<file path="config.mk">
export PLATFORM = sky130hd
export DESIGN_NAME = i2c_bus_condition_client
export DESIGN_NICKNAME = d
export VERILOG_FILES = /design/src/core/i2c_bus_condition_client.v
export VERILOG_INCLUDE_DIRS = /design/src /design/src/core
export SDC_FILE = /design/constraint.sdc
export NUM_CORES = 1
export LEC_CHECK = 0
export ABC_AREA = 1
export CORE_MARGIN = 3
export CORE_UTILIZATION = 50
export DETAILED_ROUTE_END_ITERATION = 7
export DONT_BUFFER_PORTS = 1
export GPL_TIMING_DRIVEN = 1
export HOLD_SLACK_MARGIN = 0.15
export PLACE_DENSITY_LB_ADDON = 0.3
export SLEW_MARGIN = 25
export SYNTH_ARGS = -nofsm -noshare
export SYNTH_HDL_FRONTEND = slang
export SYNTH_SLANG_ARGS = --single-unit
</file>
<file path="constraint.sdc">
create_clock -name mclk -period 1.9 [get_ports mclk]
set_input_delay 0.38 -clock mclk [delete_from_list [all_inputs] [get_ports mclk]]
set_output_delay 0.38 -clock mclk [all_outputs]
set_load 0.03 [all_outputs]
</file>
<file path="src/core/i2c_bus_condition_client_consts.vh">
`ifndef I2C_BUS_CONDITION_CLIENT_CONSTS_VH
`define I2C_BUS_CONDITION_CLIENT_CONSTS_VH

// clock period of mclk and hold times, in ns
`define MCLK_NS           20
`define HOLD_LONG_NS      300
`define HOLD_SHORT_NS     100
// hold counts: least times, so round up
`define HOLD_LONG_CYC     ((`HOLD_LONG_NS + `MCLK_NS - 1) / `MCLK_NS)
`define HOLD_SHORT_CYC    ((`HOLD_SHORT_NS + `MCLK_NS - 1) / `MCLK_NS)
`define HOLD_W            5

// bit counter: 8 data bits then the acknowledge bit
`define BIT_W             4
`define BIT_ACK           4'h8
`define BIT_FIRST         4'h0

// fixed upper bits of a 10-bit high address byte
`define TEN_HI_PREFIX     5'h1E
`define TEN_HI_A9         2
`define TEN_HI_A8         1

// client state codes
`define ST_W              3
`define ST_IDLE           3'h0
`define ST_ADDR           3'h1
`define ST_ADDR_LO        3'h2
`define ST_RX             3'h3
`define ST_TX             3'h4
`define ST_IGNORE         3'h5

`endif

</file>
<file path="src/core/i2c_bus_condition_client.v">
// Operation
// - hold select gives 300 ns data hold
// - idle when no host and both high
// - data falls, clock high: start, active
// - collision when data low but high expected
// - issuing start with data low: collision
// - data rises, clock high: stop
// - stop needs a clock low since start
// - restart valid whenever stop would be
// - restart resets client, expects address
// - valid 10-bit read: stretch clock, prepare
// - prior-match flag set, cleared three ways
// - read-addressed: send bytes until a host NACK, restart or stop
// - address matches only client address value
// - matching write address: receive data bytes
// - 10-bit high byte is 11110 A9 A8 R/W
// - data changes clock low, sampled rising
`include "i2c_bus_condition_client_consts.vh"
`timescale 1ns/10ps
`default_nettype none

module i2c_bus_condition_client (
    input  wire       mclk,
    input  wire       rst_n,
    input  wire       serial_clock_pin_in,
    output wire       serial_clock_pin_out,
    output wire       serial_clock_pin_oe_n,
    input  wire       serial_data_pin_in,
    output wire       serial_data_pin_out,
    output wire       serial_data_pin_oe_n,
    input  wire       hold_time_select,
    input  wire       ten_bit_mode,
    input  wire [7:0] client_address_reg,
    input  wire       release_clock,
    input  wire       host_start_req,
    input  wire [7:0] tx_data,
    output reg  [7:0] rx_data,
    output reg        rx_valid,
    output reg        start_det,
    output reg        stop_det,
    output reg        restart_det,
    output reg        bus_collision,
    output reg        bus_active,
    output wire       bus_idle,
    output reg        write_req,
    output reg        read_req,
    output reg        prior_match,
    output wire       clock_held
);

    // counts are worked out as integers, then cut to the counter width
    localparam integer       HOLD_LONG_I  = `HOLD_LONG_CYC;
    localparam integer       HOLD_SHORT_I = `HOLD_SHORT_CYC;
    localparam [`HOLD_W-1:0] HOLD_LONG  = HOLD_LONG_I[`HOLD_W-1:0];
    localparam [`HOLD_W-1:0] HOLD_SHORT = HOLD_SHORT_I[`HOLD_W-1:0];

    reg              scl_m;
    reg              scl_s;
    reg              scl_d;
    reg              sda_m;
    reg              sda_s;
    reg              sda_d;
    reg [`ST_W-1:0]  state;
    reg [`BIT_W-1:0] bitn;
    reg [7:0]        rx_shift;
    reg [7:0]        tx_shift;
    reg              ack_pend;
    reg              stretch_pend;
    reg              hold_scl;
    reg              sda_low;
    reg              sda_next;
    reg [`HOLD_W-1:0] hcnt;
    reg              scl_low_seen;
    reg              gen_start;
    reg              req_d;

    wire scl_rise  = scl_s & ~scl_d;
    wire scl_fall  = ~scl_s & scl_d;
    wire sda_fall  = ~sda_s & sda_d & scl_s;
    wire sda_rise  = sda_s & ~sda_d & scl_s;
    wire got_start = sda_fall & (~bus_active | scl_low_seen);
    wire got_stop  = sda_rise & bus_active & scl_low_seen;
    wire [7:0] byte_in = {rx_shift[6:0], sda_s};
    wire       hi_ok  = (byte_in[7:3] == `TEN_HI_PREFIX) &
                        (byte_in[2] == client_address_reg[`TEN_HI_A9]) &
                        (byte_in[1] == client_address_reg[`TEN_HI_A8]);
    wire       in_tx_bits = (state == `ST_TX) & (bitn != `BIT_ACK);
    // collision: line low while we let it float during our own bits
    wire       collide = scl_rise & in_tx_bits & ~sda_low & ~sda_s;

    // open-drain pins: only ever pull low, enable is active low
    assign serial_clock_pin_out  = 1'b0;
    assign serial_data_pin_out   = 1'b0;
    assign serial_clock_pin_oe_n = ~hold_scl;
    assign serial_data_pin_oe_n  = ~(sda_low | gen_start);
    assign clock_held            = hold_scl;
    assign bus_idle = ~bus_active & scl_s & sda_s;

    // two-flop synchronisers; the first stage feeds only the second
    always @(posedge mclk) begin
        if (!rst_n) begin
            scl_m <= 1'b1;
            scl_s <= 1'b1;
            scl_d <= 1'b1;
            sda_m <= 1'b1;
            sda_s <= 1'b1;
            sda_d <= 1'b1;
        end else begin
            scl_m <= serial_clock_pin_in;
            scl_s <= scl_m;
            scl_d <= scl_s;
            sda_m <= serial_data_pin_in;
            sda_s <= sda_m;
            sda_d <= sda_s;
        end
    end

    // bus condition tracking from synchronised data edges
    always @(posedge mclk) begin
        if (!rst_n) begin
            bus_active   <= 1'b0;
            scl_low_seen <= 1'b0;
            start_det    <= 1'b0;
            stop_det     <= 1'b0;
            restart_det  <= 1'b0;
        end else begin
            start_det   <= got_start & ~bus_active;
            restart_det <= got_start & bus_active;
            stop_det    <= got_stop;
            if (got_start) begin
                bus_active   <= 1'b1;
                scl_low_seen <= 1'b0;
            end else if (got_stop) begin
                bus_active   <= 1'b0;
                scl_low_seen <= 1'b0;
            end else if (bus_active && !scl_s) begin
                // a dip with clock high stays a start only
                scl_low_seen <= 1'b1;
            end
        end
    end

    // data output hold: new level lands a fixed time after clock fall
    always @(posedge mclk) begin
        if (!rst_n) begin
            hcnt    <= {`HOLD_W{1'b0}};
            sda_low <= 1'b0;
        end else if (got_start || got_stop || collide) begin
            hcnt    <= {`HOLD_W{1'b0}};
            sda_low <= 1'b0;
        end else if (scl_fall) begin
            hcnt <= hold_time_select ? HOLD_LONG : HOLD_SHORT;
        end else if (hcnt == {{(`HOLD_W-1){1'b0}}, 1'b1}) begin
            hcnt    <= {`HOLD_W{1'b0}};
            sda_low <= sda_next;
        end else if (hcnt != {`HOLD_W{1'b0}}) begin
            hcnt <= hcnt - {{(`HOLD_W-1){1'b0}}, 1'b1};
        end
    end

    // level to present after the current clock fall
    always @* begin
        sda_next = 1'b0;
        if (bitn == `BIT_ACK)
            sda_next = ack_pend;
        else if (state == `ST_TX)
            sda_next = ~tx_shift[7];
    end

    // start generation and bus collision flag
    always @(posedge mclk) begin
        if (!rst_n) begin
            gen_start     <= 1'b0;
            req_d         <= 1'b0;
            bus_collision <= 1'b0;
        end else begin
            req_d         <= host_start_req;
            bus_collision <= collide;
            if (!host_start_req) begin
                gen_start <= 1'b0;
            end else if (!req_d && !gen_start) begin
                if (!sda_s)
                    bus_collision <= 1'b1;
                else if (bus_idle)
                    gen_start <= 1'b1;
            end
        end
    end

    // client byte engine and address matching
    always @(posedge mclk) begin
        if (!rst_n) begin
            state        <= `ST_IDLE;
            bitn         <= `BIT_FIRST;
            rx_shift     <= 8'h00;
            tx_shift     <= 8'hFF;
            ack_pend     <= 1'b0;
            stretch_pend <= 1'b0;
            hold_scl     <= 1'b0;
            rx_data      <= 8'h00;
            rx_valid     <= 1'b0;
            write_req    <= 1'b0;
            read_req     <= 1'b0;
            prior_match  <= 1'b0;
        end else begin
            rx_valid  <= 1'b0;
            write_req <= 1'b0;
            read_req  <= 1'b0;
            if (got_stop) begin
                state        <= `ST_IDLE;
                prior_match  <= 1'b0;
                ack_pend     <= 1'b0;
                stretch_pend <= 1'b0;
                hold_scl     <= 1'b0;
            end else if (got_start) begin
                // restart acts like start; prior match survives
                state        <= `ST_ADDR;
                bitn         <= `BIT_FIRST;
                ack_pend     <= 1'b0;
                stretch_pend <= 1'b0;
                hold_scl     <= 1'b0;
            end else if (collide) begin
                state <= `ST_IGNORE;
            end else if (scl_rise && state != `ST_IDLE) begin
                if (bitn != `BIT_ACK) begin
                    rx_shift <= byte_in;
                    if (state == `ST_TX)
                        tx_shift <= {tx_shift[6:0], 1'b1};
                    bitn <= bitn + 4'h1;
                    if (bitn == `BIT_ACK - 4'h1) begin
                        case (state)
                        `ST_ADDR: begin
                            if (!ten_bit_mode) begin
                                if (byte_in[7:1] ==
                                    client_address_reg[7:1]) begin
                                    ack_pend <= 1'b1;
                                    if (byte_in[0]) begin
                                        state        <= `ST_TX;
                                        read_req     <= 1'b1;
                                        stretch_pend <= 1'b1;
                                    end else begin
                                        state     <= `ST_RX;
                                        write_req <= 1'b1;
                                    end
                                end else begin
                                    state <= `ST_IGNORE;
                                end
                            end else if (!hi_ok) begin
                                prior_match <= 1'b0;
                                state       <= `ST_IGNORE;
                            end else if (!byte_in[0]) begin
                                prior_match  <= 1'b0;
                                ack_pend     <= 1'b1;
                                stretch_pend <= 1'b1;
                                state        <= `ST_ADDR_LO;
                            end else if (prior_match) begin
                                ack_pend     <= 1'b1;
                                stretch_pend <= 1'b1;
                                read_req     <= 1'b1;
                                state        <= `ST_TX;
                            end else begin
                                state <= `ST_IGNORE;
                            end
                        end
                        `ST_ADDR_LO: begin
                            if (byte_in == client_address_reg) begin
                                prior_match <= 1'b1;
                                ack_pend    <= 1'b1;
                                write_req   <= 1'b1;
                                state       <= `ST_RX;
                            end else begin
                                state <= `ST_IGNORE;
                            end
                        end
                        `ST_RX: begin
                            rx_data  <= byte_in;
                            rx_valid <= 1'b1;
                            ack_pend <= 1'b1;
                        end
                        default: begin
                            ack_pend <= 1'b0;
                        end
                        endcase
                    end
                end else begin
                    // ninth clock: acknowledge bit
                    bitn     <= `BIT_FIRST;
                    ack_pend <= 1'b0;
                    if (state == `ST_TX) begin
                        if (!sda_s)
                            tx_shift <= tx_data;
                        else
                            state <= `ST_IGNORE;
                    end
                end
            end else if (scl_fall && bitn == `BIT_FIRST && stretch_pend) begin
                // hold clock low after the ack so software can prepare
                hold_scl     <= 1'b1;
                stretch_pend <= 1'b0;
            end else if (hold_scl && release_clock) begin
                hold_scl <= 1'b0;
            end
        end
    end

endmodule

`default_nettype wire

</file>
**After elaboration in Yosys (flattened, before gate mapping)**

Index checks and enable logic that the tools add are counted.

- Logic and storage cells: 223
- Register bits: 57
- Bits of input ports: 24
- Bits in latches: 0
- Bits in read-only memories: 0
- Bits in writable memories: 0
- Output and inout bits: 23
- Memories kept: 0

- Div/mod/pow operators: 0
- Mux-type cells: 69
- Reductions and logical operators: 48
- Shift-type cells: 0
- Bitwise gates (word level): 39
- $add $sub $neg: 2
- Magnitude comparators: 0
- Equality and inequality tests: 35
- Multiply operators: 0

Operator list:

| kind | count |
|---|---|
| $mux W1 | 41 |
| $mux W3 | 12 |
| $mux W8 | 4 |
| $mux W4 | 5 |
| $reduce_and A5 Y1 | 4 |
| $and A1 B1 Y1 | 19 |
| $not A1 Y1 | 18 |
| $reduce_and A9 Y1 | 2 |
| $ne A4 B4 Y1 const B | 4 |
| $reduce_bool A2 Y1 | 8 |
| $mux W5 | 3 |
| $reduce_bool A3 Y1 | 5 |
| $reduce_and A7 Y1 | 2 |
| $ne A3 B3 Y1 const B | 4 |
| $ne A2 B1 Y1 const B | 5 |
| $reduce_and A3 Y1 | 3 |
| $eq A8 B8 Y1 | 1 |
| $reduce_bool A4 Y1 | 2 |
| $reduce_or A8 Y1 | 1 |
| $eq A7 B7 Y1 | 1 |
| $reduce_or A7 Y1 | 1 |
| $eq A3 B2 Y1 const B | 2 |
| $logic_and A1 B1 Y1 | 6 |
| $ne A2 B2 Y1 const B | 3 |
| 28 further kinds | 37 |

**Longest topological paths before layout**

- Depth in word-level cells: 11
- Mapped depth: 13
- Mapped depth without buffers: 13

**Worst setup path before layout**

No wires, ideal clock.

- Kind: register -> register
- From: register bitn[0]
- To: register rx_data[4]
- Period minus slack after synthesis: 1.718 ns
- Setup time: 0.128 ns
- Data arrival time: 1.590 ns
- Setup slack: 0.182 ns
- Data required time: 1.772 ns
- Stages on the path, launching flop included: 14
- Buffers on the path: 1
- Cell sequence: dfxtp_1 inv_1 ha_1 nand2_2 nor2_4 nor2_1 nand3_4 nand2_2 nor2_4 nand2_4 buf_6 nor2_1 a21oi_1 nor2_1

- Longest elaborated chain between the ends: 7
- Elaborated cells between the ends (all ways): 8
- Classes of those cells: 2 x eq/ne; 5 x bitwise; 1 x reduce/logical

RTL lines:

| what | line | text |
|---|---|---|
| start, declared | i2c_bus_condition_client.v:64 | `` reg [`BIT_W-1:0] bitn; `` |
| start signal, assigned | i2c_bus_condition_client.v:194 | `` bitn <= `BIT_FIRST; `` |
| start signal, assigned | i2c_bus_condition_client.v:218 | `` bitn <= `BIT_FIRST; `` |
| start signal, assigned | i2c_bus_condition_client.v:229 | `bitn <= bitn + 4'h1;` |
| $ne A4 B4 Y1 (no line) | n/a |  |
| $and A1 B1 Y1 | i2c_bus_condition_client.v:87 | `` wire in_tx_bits = (state == `ST_TX) & (bitn != `BIT_ACK); `` |
| $and A1 B1 Y1 (3 in series) | i2c_bus_condition_client.v:89 | `wire collide = scl_rise & in_tx_bits & ~sda_low & ~sda_s;` |
| $not A1 Y1 (no line) | n/a |  |
| $reduce_and A7 Y1 (no line) (*) | n/a |  |
| end signal, assigned | i2c_bus_condition_client.v:276 | `rx_data <= byte_in;` |
| end, declared | i2c_bus_condition_client.v:37 | `output reg [7:0] rx_data,` |

Every way passes the cells marked *; elsewhere a longest branch is shown, timed or not.
A chain may end at the register's enable or synchronous reset.

**Worst setup path in the final report**

- From: register bitn[0]
- To: register rx_data[3]

The elaborated chain is that of the path after synthesis.

==> results.sh <==
export IMPL_drive_gt1_frac=0.1332
export IMPL_met3_length_um=354
export IMPL_worstReg2RegEnd="rx_data[3]"
export IMPL_clk_pin_slew_worst_paths_ps=60
export IMPL_wire_per_inst_um=12.49
export IMPL_cap_violations=0
export IMPL_die_area_sq_mm=0.006415
export IMPL_slew_limit_headroom=0.6307
export IMPL_rrSetupSlack_ps=80
export IMPL_crit_fanout=16
export IMPL_p_sw_uw=702.4
export IMPL_fin_crit_sh=0.9569
export IMPL_fmaxAchievable_mhz=550.0
export IMPL_hold_class="input port to flip-flop"
export IMPL_die_h_um=80.10
export IMPL_insertion_delay_ps=330
export IMPL_worstHoldPathCells=1
export IMPL_gp_congestion=0.9074
export IMPL_synth_avg_cell_area_sq_um=7.243
export IMPL_power_density_mw_per_mm2=908.7
export IMPL_hold_ws_ps=165.6
export IMPL_vias=2374
export IMPL_drc=0
export IMPL_fp_coreArea_sq_mm=0.005205
export IMPL_clock_path_buffers=2
export IMPL_fin_ws_ps=81.90
export IMPL_final_area_sq_mm=0.003078
export IMPL_power_share_clock=0.416
export IMPL_cts_buffers=9
export IMPL_run_status="finished, final reports clean"
export IMPL_grt_setup_unrepaired="yes"
export IMPL_clock_root_buffer="clkbuf_8"
export IMPL_crit_path_start_kind="flip-flop"
export IMPL_cts_sinks=57
export IMPL_antenna_found_initial=0
export IMPL_port_buffers=0
export IMPL_pin_count=47
export IMPL_num_antenna_cells=0
export IMPL_syn2layout_area_growth_pct=12.12
export IMPL_synth_seq_cells=57
export IMPL_synthCells=379
export IMPL_cts_tree="done"
export IMPL_grt_usage=0.1984
export IMPL_hp_start="rst_n"
export IMPL_synth_cell_types=35
export IMPL_critical_path_max_stage_delay_ps=350
export IMPL_grt_overflow=0
export IMPL_leakage_nw=1.293
export IMPL_met2WireLength_um=2619
export IMPL_fp_dieW_um=80.10
export IMPL_dp_slack_ps=90.11
export IMPL_routed_wl_um=5845
export IMPL_crit_top_cell="nor2_1"
export IMPL_power_switching_share=0.2512
export IMPL_maxSlewViolCount=0
export IMPL_finClkSkew_ps=6.402
export IMPL_p_seq_frac=0.456
export IMPL_hpwlAfterDp_um=4424
export IMPL_cp_required_ps=2120
export IMPL_internal_power_mw=2.094
export IMPL_crit_chain="inv_1 > ha_1 > nand2_2 > nor2_4 > nor2_1 > nand3_4 > nand2_2 > nor2_4 > nand2_4 > nor2_1 > a21oi_1 > nor2_1"
export IMPL_critPathKind="flip-flop to flip-flop"
export IMPL_placed_area_sq_mm=0.002840
export IMPL_worstMarginPinSlew_ps=551.9
export IMPL_first_iter_violations=95
export IMPL_dp_cells=449
export IMPL_drt_met1_wl_um=2778
export IMPL_grt_pass1_wl_um=9894
export IMPL_r2r_start="bitn[0]"
export IMPL_hold_viol=0
export IMPL_yosys_warnings=0
export IMPL_first_global_vias=2155
export IMPL_finalNonFillerCells=468
export IMPL_reg2reg_depth=12
export IMPL_layout_min_cycle_time_ps=1818
export IMPL_vias_per_cell=5.073
export IMPL_critical_path_slowest_cell="dfxtp_1"
export IMPL_grt_max_degree=17
export IMPL_fillers=497
export IMPL_min_to="tx_shift[5]"
export IMPL_syn_area_sq_mm=0.002745
export IMPL_dr_pass1_iters=4
export IMPL_highest_layer="met4"
export IMPL_fp_row_count=26
export IMPL_postRouteAntennaNets=0
export IMPL_ir_worst_vdd_mv=0.4883
export IMPL_postCtsResizedCells=0
export IMPL_yosysSeqAreaShare=0.4157
export IMPL_power_frac_comb=0.128
export IMPL_nets=421
export IMPL_critPathArrivalTime_ps=2040
export IMPL_start_util=0.5274
export IMPL_end_kind="flip-flop"
export IMPL_ctsHtreeMaxLevel=3
export IMPL_setup_violations=0
==> repair_timing <==
action                                  in CTS  in global routing
buffers inserted                             0                  0
endpoints found under the setup margin       0                 17
endpoints found under the hold margin       10                  0
hold buffers                                 3                  0
==> worst max-delay path, delay by kind of cell (launching register included) <==
kind                     cells  cell delay (ps)
AND/OR/NAND/NOR              9              920
flip-flops                   1              350
adder cells (fa/ha/maj)      1              230
AO/OA/AOI/OAI                1              130
buffers and inverters        1               80
==> synthesized netlist by cell type (all sizes together) <==
cell type  count  share of area
nand2         70           0.10
dfxtp         57           0.42
nor2          51          0.079
inv           49          0.067
a21oi         39          0.074
o21ai         30          0.059
nand3         21          0.043
nor3          11          0.022
or2           11          0.025
o211ai        10          0.027
buf            6          0.018
xnor2          6          0.019
clkbuf         4         0.0055
ha             4          0.018
xor2           2         0.0064
a211oi         1         0.0027
a22oi          1         0.0027
a31oi          1         0.0023
conb           1         0.0014
nand4          1         0.0023
nor4           1         0.0023
o21bai         1         0.0027
o22ai          1         0.0023
==> kinds of logic after synthesis <==
| group | count (synthesis) | share of synthesized area |
|---|---|---|
| AND/OR/NAND/NOR | 166 | 0.2762 |
| AO/OA/AOI/OAI | 84 | 0.1727 |
| buffers and inverters | 59 | 0.09024 |
| flip-flops | 57 | 0.4157 |
| XOR/XNOR | 8 | 0.02553 |
| adder cells (fa/ha/maj) | 4 | 0.01823 |
| other | 1 | 0.001366 |
==> stage by stage <==
stage	total power, mW	setup TNS (ps)	utilization
finish	2.797	0	0.5913
global route	2.947	-627.1	0.5913
CTS	2.823	0	0.5913
detailed placement	1.653	0	0.5457
global placement	1.645	0	0.5457
floorplan	1.590	0	-
==> layout make-up <==
class,count,area (sq um),area share
multi-input cells,264,1360,0.4419
flip-flops and latches,57,1141,0.3707
inverters,49,183.9,0.05976
clock buffers,14,172.7,0.05610
repair buffers,12,97.59,0.03171
well taps,70,87.58,0.02846
clock inverters,2,35.03,0.01138
==> cell usage in the layout, fill, tap and decap left out, types with 2 or more instances in the layout <==
cell type | netlist | routed
nand2_1 | 64 | 64
dfxtp_1 | 57 | 57
nor2_1 | 47 | 47
inv_1 | 45 | 45
a21oi_1 | 37 | 37
o21ai_0 | 26 | 26
nand3_1 | 20 | 20
clkbuf_8 | 0 | 12
or2_2 | 11 | 11
nor3_1 | 10 | 10
o211ai_1 | 10 | 10
buf_4 | 3 | 9
xnor2_1 | 6 | 6
nand2_2 | 5 | 5
inv_2 | 4 | 4
ha_1 | 4 | 4
nor2_4 | 3 | 3
o21ai_1 | 3 | 3
dlygate4sd3_1 | 0 | 3
a21oi_2 | 2 | 2
xor2_1 | 2 | 2
conb_1 | 1 | 2
clkbuf_1 | 4 | 2
==> power by group through the flow <==
stage	logic [mW]	registers, mW	clock network, mW
floorplan	0.293	1.30	0
global placement	0.345	1.30	0
detailed placement	0.352	1.30	0
CTS	0.360	1.27	1.19
global route	0.417	1.28	1.25
finish	0.359	1.27	1.16
==> registers in the layout, indices dropped and copies added, names as in the netlist, 3 cells and up <==
| name | flops |
|---|---|
| state | 3 |
| tx_shift | 8 |
| hcnt | 5 |
| rx_shift | 7 |
| bitn | 4 |
| rx_data | 8 |
==> worst max-delay path by stage <==
stage                     startpoint           to  cells after the start
after global placement       bitn[0]      bitn[3]                     12
after detailed placement     bitn[0]   rx_data[0]                     12
final                        bitn[0]   rx_data[3]                     12
after global routing         bitn[1]  tx_shift[0]                      8
after CTS                    bitn[0]   rx_data[3]                     12
after floorplan              bitn[0]   rx_data[4]                     13
==> layer usage <==
metal  track usage  vias up
li1              -     1258
met1        0.2632     1042
met2        0.2997       63
met3       0.06278       11
met4       0.07601        0
met5             0        -
No activity file was read; power rests on OpenSTA's default activity.
